--- src/rtl/mid_pkg.sv ---
// Constants, bus carriers and state codes for the interrupt dispatch block.
package mid_pkg;
   localparam int          NUM_SRC       = 7;
   localparam int          GLOBAL_EN_BIT = 7;
   localparam logic [7:0]  REG_EN_OFF    = 8'ha8;
   localparam logic [7:0]  REG_PRIO_OFF  = 8'hb8;
   localparam logic [7:0]  REG_STAT_OFF  = 8'hbc;
   localparam logic [7:0]  EN_RESET      = 8'h00;
   localparam logic [6:0]  PRIO_RESET    = 7'h00;
   localparam logic [15:0] RESET_VEC     = 16'h0000;
   localparam logic [15:0] VEC_BASE      = 16'h0003;
   localparam int          VEC_SHIFT     = 3;
   localparam int          DETECT_CYCLES = 1;
   localparam int          LONG_CALL_INSTR_CYCLES  = 4;
   localparam int          RETURN_FROM_IRQ_INSTR_CYCLES   = 5;
   localparam int          DIV_CYCLES    = 8;
   localparam int          BEST_CYCLES   = DETECT_CYCLES + LONG_CALL_INSTR_CYCLES;
   localparam int          WORST_CYCLES  = BEST_CYCLES + RETURN_FROM_IRQ_INSTR_CYCLES + DIV_CYCLES;
   localparam logic [2:0]  CNT_START     = 3'h1;
   localparam logic [1:0]  RESP_OKAY     = 2'h0;
   localparam logic [1:0]  RESP_SLVERR   = 2'h2;

   typedef struct packed {
      logic        awvalid;
      logic [7:0]  awaddr;
      logic        wvalid;
      logic [31:0] wdata;
      logic [3:0]  wstrb;
      logic        bready;
      logic        arvalid;
      logic [7:0]  araddr;
      logic        rready;
   } mid_axi_req_t;

   typedef struct packed {
      logic        awready;
      logic        wready;
      logic        bvalid;
      logic [1:0]  bresp;
      logic        arready;
      logic        rvalid;
      logic [31:0] rdata;
      logic [1:0]  rresp;
   } mid_axi_rsp_t;

   typedef struct packed {
      logic       en;
      logic [7:0] addr;
      logic [7:0] data;
   } mid_wr_t;

   typedef struct packed {
      logic       v;
      logic [2:0] idx;
      logic       hi;
   } mid_sel_t;

   typedef enum logic [1:0] {
      ST_IDLE = 2'b01,
      ST_CALL = 2'b10
   } mid_state_t;
endpackage : mid_pkg

--- src/rtl/mid_dispatch.sv ---
// Interrupt dispatch top: request sampling, enables, priority and call sequencing.
//
// Our own choice: the AXI4-Lite register port.
`timescale 1ns/1ns
`default_nettype none

module mid_dispatch (
   input  wire logic                  core_clk,
   input  wire logic                  rst,
   input  wire mid_pkg::mid_axi_req_t bus_req,
   output var  mid_pkg::mid_axi_rsp_t bus_rsp,
   input  wire logic                  ext_irq_pin0_n,
   input  wire logic                  ext_irq_pin1_n,
   input  wire logic                  tmr0_overflow_flag,
   input  wire logic                  tmr1_overflow_flag,
   input  wire logic                  serial0_flag,
   input  wire logic                  tmr2_low_overflow_flag,
   input  wire logic                  tmr2_high_overflow_flag,
   input  wire logic                  spi_flag,
   input  wire logic                  instr_done,
   input  wire logic                  instr_is_return_from_irq_instr,
   output logic                       call_busy,
   output logic                       isr_start,
   output logic [15:0]                isr_vector,
   output logic [6:0]                 src_ack
);
   import mid_pkg::*;

   typedef struct packed {
      logic [2:0]         pin0_sync;
      logic [2:0]         pin1_sync;
      logic [1:0]         pin_lvl;
      logic [7:0]         en;
      logic [6:0]         prio;
      logic               win_v;
      logic [2:0]         win_idx;
      logic               win_hi;
      mid_state_t         st;
      logic [2:0]         cnt;
      logic [2:0]         cur_idx;
      logic               cur_hi;
      logic               act_lo;
      logic               act_hi;
      logic               after_return_from_irq_instr;
      logic               busy;
      logic               start;
      logic [15:0]        vec;
      logic [NUM_SRC-1:0] ack;
   } mid_core_t;

   mid_core_t          r;
   mid_core_t          next_r;
   mid_wr_t            wr;
   mid_sel_t           sel;
   logic [NUM_SRC-1:0] pend;
   logic [NUM_SRC-1:0] req;
   logic [NUM_SRC-1:0] elig;
   logic [31:0]        stat;
   logic               go;

   mid_axil_slave u_slave (
      .core_clk (core_clk),
      .rst      (rst),
      .bus_req  (bus_req),
      .bus_rsp  (bus_rsp),
      .wr       (wr),
      .en_val   (r.en),
      .prio_val (r.prio),
      .stat_val (stat)
   );

   mid_prio_sel u_sel (
      .req     (elig),
      .hi_mask (r.prio),
      .sel     (sel)
   );

   // Flags are passed in whatever the enable state; masking happens below.
   always_comb begin
      pend = {spi_flag,
              tmr2_low_overflow_flag | tmr2_high_overflow_flag,
              serial0_flag,
              tmr1_overflow_flag,
              r.pin_lvl[1],
              tmr0_overflow_flag,
              r.pin_lvl[0]};
   end

   // Bit i of the enable register masks source i; bit 7 masks all.
   always_comb begin
      req = pend & r.en[NUM_SRC-1:0]
            & {NUM_SRC{r.en[GLOBAL_EN_BIT]}};
   end

   // An active high routine shuts everyone out; an active low one
   // leaves room only for high priority sources.
   always_comb begin
      if (r.act_hi) begin
         elig = '0;
      end else if (r.act_lo) begin
         elig = req & r.prio;
      end else begin
         elig = req;
      end
   end

   // The registered winner lags one cycle, so the live selection must
   // agree with it; this keeps a stale winner from firing right after
   // an active level was pushed.
   always_comb begin
      go = (r.st == ST_IDLE) && instr_done && !instr_is_return_from_irq_instr
           && r.win_v && sel.v && (sel.idx == r.win_idx);
   end

   always_comb begin
      stat        = 32'h00000000;
      stat[14:8]  = pend;
      stat[6:4]   = r.cur_idx;
      stat[2]     = r.after_return_from_irq_instr;
      stat[1]     = r.act_hi;
      stat[0]     = r.act_lo;
   end

   always_comb begin
      next_r       = r;
      next_r.start = 1'b0;
      next_r.ack   = '0;

      // A pin level counts only once the last two stages agree.
      next_r.pin0_sync = {r.pin0_sync[1:0], ext_irq_pin0_n};
      next_r.pin1_sync = {r.pin1_sync[1:0], ext_irq_pin1_n};
      if (r.pin0_sync[2] == r.pin0_sync[1]) begin
         next_r.pin_lvl[0] = ~r.pin0_sync[2];
      end
      if (r.pin1_sync[2] == r.pin1_sync[1]) begin
         next_r.pin_lvl[1] = ~r.pin1_sync[2];
      end

      if (wr.en && (wr.addr == REG_EN_OFF)) begin
         next_r.en = wr.data;
      end
      if (wr.en && (wr.addr == REG_PRIO_OFF)) begin
         next_r.prio = wr.data[6:0];
      end

      // Detection stage: decode this cycle's requests every cycle.
      next_r.win_v   = sel.v;
      next_r.win_idx = sel.idx;
      next_r.win_hi  = sel.hi;

      case (r.st)
         ST_IDLE: begin
            if (instr_done && instr_is_return_from_irq_instr) begin
               // Pop the innermost level; a flag still set will be
               // decoded again and dispatched after one instruction.
               if (r.act_hi) begin
                  next_r.act_hi = 1'b0;
               end else begin
                  next_r.act_lo = 1'b0;
               end
               next_r.after_return_from_irq_instr = 1'b1;
            end else if (instr_done) begin
               next_r.after_return_from_irq_instr = 1'b0;
            end
            if (go) begin
               // The dispatch boundary is the first of the four call cycles.
               next_r.st      = ST_CALL;
               next_r.cnt     = CNT_START;
               next_r.busy    = 1'b1;
               next_r.cur_idx = r.win_idx;
               next_r.cur_hi  = r.win_hi;
            end
         end
         ST_CALL: begin
            // The core is locked in the call; boundaries are not expected.
            if (r.cnt == 3'(LONG_CALL_INSTR_CYCLES - 1)) begin
               next_r.st    = ST_IDLE;
               next_r.busy  = 1'b0;
               next_r.start = 1'b1;
               next_r.vec   = VEC_BASE
                              + 16'({r.cur_idx, 3'h0});
               next_r.ack[r.cur_idx] = 1'b1;
               if (r.cur_hi) begin
                  next_r.act_hi = 1'b1;
               end else begin
                  next_r.act_lo = 1'b1;
               end
            end else begin
               next_r.cnt = r.cnt + 3'h1;
            end
         end
         default: begin
            next_r.st   = ST_IDLE;
            next_r.busy = 1'b0;
         end
      endcase
   end

   always_ff @(posedge core_clk or posedge rst) begin
      if (rst) begin
         r           <= '0;
         r.pin0_sync <= 3'h7;
         r.pin1_sync <= 3'h7;
         r.en        <= EN_RESET;
         r.prio      <= PRIO_RESET;
         r.st        <= ST_IDLE;
         r.vec       <= RESET_VEC;
      end else begin
         r <= next_r;
      end
   end

   assign call_busy  = r.busy;
   assign isr_start  = r.start;
   assign isr_vector = r.vec;
   assign src_ack    = r.ack;

   // Helper for the ordering check: requests of the winning level
   // that sit below the chosen index.
   logic [NUM_SRC-1:0] lvl_set;
   logic [NUM_SRC-1:0] below;
   always_comb begin
      lvl_set = sel.hi ? (elig & r.prio) : elig;
      below   = lvl_set & ((7'h01 << sel.idx) - 7'h01);
   end
endmodule : mid_dispatch
`default_nettype wire

--- src/rtl/mid_prio_sel.sv ---
// Two-level fixed-order priority selector over the eligible requests.
`timescale 1ns/1ns
`default_nettype none
module mid_prio_sel (
   input  wire logic [mid_pkg::NUM_SRC-1:0] req,
   input  wire logic [mid_pkg::NUM_SRC-1:0] hi_mask,
   output var  mid_pkg::mid_sel_t           sel
);
   import mid_pkg::*;

   logic [NUM_SRC-1:0] hi_req;
   logic [NUM_SRC-1:0] pick_set;

   always_comb begin
      hi_req   = req & hi_mask;
      pick_set = (hi_req != '0) ? hi_req : req;
      sel      = '0;
      sel.hi   = (hi_req != '0);
      // Walking downward lets the lowest index overwrite, so it wins ties.
      for (int i = NUM_SRC - 1; i >= 0; i--) begin
         if (pick_set[i]) begin
            sel.v   = 1'b1;
            sel.idx = 3'(i);
         end
      end
   end
endmodule : mid_prio_sel
`default_nettype wire

--- src/rtl/mid_axil_slave.sv ---
// AXI4-Lite slave front end for the dispatch control registers.
`timescale 1ns/1ns
`default_nettype none
module mid_axil_slave (
   input  wire logic                core_clk,
   input  wire logic                rst,
   input  wire mid_pkg::mid_axi_req_t bus_req,
   output var  mid_pkg::mid_axi_rsp_t bus_rsp,
   output var  mid_pkg::mid_wr_t      wr,
   input  wire logic [7:0]          en_val,
   input  wire logic [6:0]          prio_val,
   input  wire logic [31:0]         stat_val
);
   import mid_pkg::*;

   typedef struct packed {
      logic         aw_held;
      logic [7:0]   aw_addr;
      logic         w_held;
      logic [7:0]   w_data;
      logic         w_lane0;
      mid_axi_rsp_t rsp;
      mid_wr_t      wr;
   } mid_slv_t;

   mid_slv_t r;
   mid_slv_t next_r;
   logic     mapped;

   always_comb begin
      next_r       = r;
      next_r.wr.en = 1'b0;
      mapped       = (r.aw_addr == REG_EN_OFF) || (r.aw_addr == REG_PRIO_OFF)
                     || (r.aw_addr == REG_STAT_OFF);
      if (r.rsp.bvalid && bus_req.bready) begin
         next_r.rsp.bvalid = 1'b0;
      end
      if (bus_req.awvalid && r.rsp.awready) begin
         next_r.aw_held     = 1'b1;
         next_r.aw_addr     = bus_req.awaddr;
         next_r.rsp.awready = 1'b0;
      end
      if (bus_req.wvalid && r.rsp.wready) begin
         next_r.w_held     = 1'b1;
         next_r.w_data     = bus_req.wdata[7:0];
         next_r.w_lane0    = bus_req.wstrb[0];
         next_r.rsp.wready = 1'b0;
      end
      // Address and data may arrive in either order; commit once both are held.
      if (r.aw_held && r.w_held && !r.rsp.bvalid) begin
         next_r.aw_held     = 1'b0;
         next_r.w_held      = 1'b0;
         next_r.rsp.awready = 1'b1;
         next_r.rsp.wready  = 1'b1;
         next_r.rsp.bvalid  = 1'b1;
         next_r.rsp.bresp   = mapped ? RESP_OKAY : RESP_SLVERR;
         next_r.wr.en       = mapped && r.w_lane0;
         next_r.wr.addr     = r.aw_addr;
         next_r.wr.data     = r.w_data;
      end
      if (r.rsp.rvalid && bus_req.rready) begin
         next_r.rsp.rvalid  = 1'b0;
         next_r.rsp.arready = 1'b1;
      end
      if (bus_req.arvalid && r.rsp.arready) begin
         next_r.rsp.arready = 1'b0;
         next_r.rsp.rvalid  = 1'b1;
         next_r.rsp.rresp   = RESP_OKAY;
         case (bus_req.araddr)
            REG_EN_OFF:   next_r.rsp.rdata = {24'h000000, en_val};
            REG_PRIO_OFF: next_r.rsp.rdata = {24'h000000, 1'b1, prio_val};
            REG_STAT_OFF: next_r.rsp.rdata = stat_val;
            default: begin
               next_r.rsp.rdata = 32'h00000000;
               next_r.rsp.rresp = RESP_SLVERR;
            end
         endcase
      end
   end

   always_ff @(posedge core_clk or posedge rst) begin
      if (rst) begin
         r             <= '0;
         r.rsp.awready <= 1'b1;
         r.rsp.wready  <= 1'b1;
         r.rsp.arready <= 1'b1;
      end else begin
         r <= next_r;
      end
   end

   assign bus_rsp = r.rsp;
   assign wr      = r.wr;
endmodule : mid_axil_slave
`default_nettype wire

--- config.mk ---
export PLATFORM = sky130hd
export DESIGN_NAME = mid_dispatch
export DESIGN_NICKNAME = d
export VERILOG_FILES = /design/src/rtl/mid_pkg.sv /design/src/rtl/mid_dispatch.sv /design/src/rtl/mid_prio_sel.sv /design/src/rtl/mid_axil_slave.sv
export SDC_FILE = /design/constraint.sdc
export NUM_CORES = 1
export LEC_CHECK = 0
export ABC_AREA = 1
export BUFFER_PORTS_ARGS = -buffer_cell sky130_fd_sc_hd__clkbuf_2
export CORE_ASPECT_RATIO = 1.2
export CORE_MARGIN = 2
export CORE_UTILIZATION = 32
export DETAILED_ROUTE_END_ITERATION = 12
export GPL_TIMING_DRIVEN = 1
export PLACE_DENSITY = 0.55
export SYNTH_ARGS = -nofsm -noshare
export SYNTH_HDL_FRONTEND = slang
export SYNTH_SLANG_ARGS = --single-unit
--- constraint.sdc ---
create_clock -name core_clk -period 4.4 [get_ports core_clk]
set_input_delay 0.88 -clock core_clk [delete_from_list [all_inputs] [get_ports core_clk]]
set_output_delay 0.88 -clock core_clk [all_outputs]
set_load 0.1 [all_outputs]
==> reports/qor.txt <==
status -> finished clean
DR iter-0 viols -> 198
RR Startpoint -> r[26]
sequential area share after synthesis -> 0.527
Post-CTS Setup Inserts -> 0
Finished Core Util -> 0.361
Tightest Hold Check Type -> reg2reg
post-synth top area cell -> dfrtp_1
commonest non-fill, non-tap cell in the layout -> nand2_1
first-pass GRT wire length -> 17.0 mm
Slew HR -> 0.282
crit path DAT -> 2730 ps
Clock Tree Buf Depth -> 2
RD Place Congestion -> 0.825
I/O pin count -> 135
DRC -> 0
post-synth top area share -> 0.478
peak supply drop -> 0.000347 V
antenna cells -> 0
Num CTS Buffers -> 9
Tightest Pin Transition -> 1080 ps
commonest non-fill, non-tap cells in the layout -> nand2_1 (152), dfrtp_1 (101), clkbuf_2 (77), inv_1 (76), o21ai_0 (73)
Multi-input gate area -> 1790 um^2
routed wire length -> 10.1 mm
Sink Count -> 111
fmax -> 402 MHz
synth unique cells -> 37
CP startpoint kind -> input pin
Fin Clk Skew -> 13.4 ps
Clock Pin Slew Worst Setup and Hold Paths -> 80 ps
finished layout cell area -> 5840 um^2
Final nets -> 724
crit path kind -> in2reg
area of the mapped netlist -> 5290 um^2
crit path time final -> 2490 ps
Layout fillers -> 1,719
Post-DP Area -> 5540 um^2
setup TNS -> 0 ps
setup violators final -> 0
Hold Startpoint -> next_r[60]
RSZ-0062 raised after global routing -> no
Root Driver -> clkbuf_16
Final Cycle Share -> 0.566
Avg Inst Size Synth -> 8.69 um^2
final cell count without fillers -> 870
min setup slack post-route -> 1910 ps
GRT overflow -> 0
placed insts -> 854
die width -> 121 um
largest net degree at the start of global routing -> 91
pins over their slew limit -> 0
Clk Latency, worst-skew pair -> 350 ps
Core ar. -> 16,200 um^2
gr usage total -> 0.123
YS warnings -> 0
via count -> 3,806
CP startpoint -> tmr2_high_overflow_flag
synth top area cells -> dfrtp_1 (48%), nand2_1 (11%), buf_4 (9.1%)
Routed Antenna Nets -> 0
buffers added on ports -> 77
CTS hold repair buffers -> 0
FF/Latch Area -> 2790 um^2
CTS H-tree depth -> 3
initial antenna violation count -> 0
hpwl dp -> 7.53 mm
initial core utilization -> 0.326
Area Growth Syn to Fin -> 10.5%
vias in the first global route -> 3,579
worst hold slack -> 358 ps
final hold viol count -> 0
Worst setup EP type -> flip-flop
total power -> 2.76 mW
required time of the critical path -> 4640 ps
row count -> 51
leakage power -> 3.04 nW
CTS tree -> yes
drt first pass iters -> 4
crit path max fanout -> 9
max-cap violation count -> 0
vias per cell -> 4.37
Die ar. -> 17,600 um^2
chip height -> 145 um
Mapped Cells -> 609
worst slack, placed -> 1600 ps
PD cells -> 472 nW/um^2
proportion of layout cells with a drive suffix above 1 -> 0.211
CTS resizes -> 0
Seq cells post-synth -> 111
DR WL/cell -> 11.6 um
==> flip-flops by register name (all words and copies together), names as in the netlist <==
| name | cells |
|---|---|
| u_slave.bus_rsp | 22 |
| u_slave.r | 19 |
| next_r | 4 |
| src_ack | 7 |
| isr_start | 1 |
| pend | 2 |
| call_busy | 1 |
| isr_vector | 4 |
| r | 34 |
| u_slave.wr | 17 |
==> layout make-up <==
class | count | share of cell area
Sequential cell | 111 | 0.477
Multi-Input combinational cell | 372 | 0.306
Timing Repair Buffer | 78 | 0.0672
Tap cell | 212 | 0.0454
Inverter | 81 | 0.0525
Clock buffer | 9 | 0.0385
Clock inverter | 7 | 0.0133
==> where the power goes <==
group	switching [mW]	internal (mW)	leakage, nW
combinational	0.547	0.127	1.47
clock	0.391	0.401	0.143
sequential	0.0814	1.21	1.43
==> synth_stat cells <==
| library cell | count |
|---|---|
| inv_1 | 77 |
| o31ai_1 | 1 |
| conb_1 | 1 |
| a21oi_1 | 12 |
| dfrtp_1 | 101 |
| ha_1 | 2 |
| o21a_1 | 1 |
| and3b_1 | 1 |
| nor2_8 | 2 |
| nand4_1 | 6 |
| a2111oi_0 | 1 |
| nor2_4 | 2 |
| nor4_1 | 3 |
| nand3_4 | 1 |
| a221oi_1 | 1 |
| nor2_1 | 30 |
| o22ai_1 | 4 |
| buf_4 | 64 |
| nand3b_1 | 1 |
| o211ai_1 | 2 |
| nand3_2 | 6 |
| nand2_1 | 152 |
| nand3_1 | 13 |
| clkbuf_1 | 10 |
| nand2_2 | 13 |
| nor3_1 | 3 |
| o21ai_1 | 1 |
| or2_2 | 2 |
| nand2_4 | 3 |
| a211oi_1 | 2 |
| o21ai_0 | 73 |
| o21bai_1 | 1 |
| dfstp_2 | 10 |
| nor2_2 | 1 |
| inv_2 | 4 |
| nor3b_1 | 1 |
| and3_1 | 1 |
==> cell families after synthesis <==
family | Yosys count | share of synthesized area
simple gates | 241 | 0.212
fa+ha+maj | 2 | 0.00473
flops | 111 | 0.527
buf+inv | 155 | 0.155
compound gates | 99 | 0.0993
other cells | 1 | 0.000709
==> critical path: stages <==
cell and delay [ps]:
clkbuf_2 80, nor2_1 230, nor2_1 100, nand3_2 110, nand3_2 90, nor2_4 160, nand2_1 70, nand2_1 140
nand3_1 130, nand2_2 110, nand2_2 70, nand2_2 80, nand2_4 70, nor2_8 150, nand2_4 110, nor2_1 120
nor2_1 60
==> layer usage <==
metal	GRT usage	part of all wire
met5	0	0
met4	0.0405	0.016
met3	0.0368	0.056
met2	0.200	0.47
met1	0.156	0.46
==> final timing paths <==
| check | to | slack (ps) | depth (start not counted) |
|---|---|---|---|
| min | next_r[61] | 360 | 0 |
| max reg2reg | r[29] | 2030 | 18 |
| min reg2reg | next_r[61] | 360 | 0 |
| max | r[29] | 1910 | 17 |
| min in group asynchronous | pend[2] | 790 | 2 |
| max in group asynchronous | r[25] | 2700 | 3 |
Power figures use the tool's default switching activity.
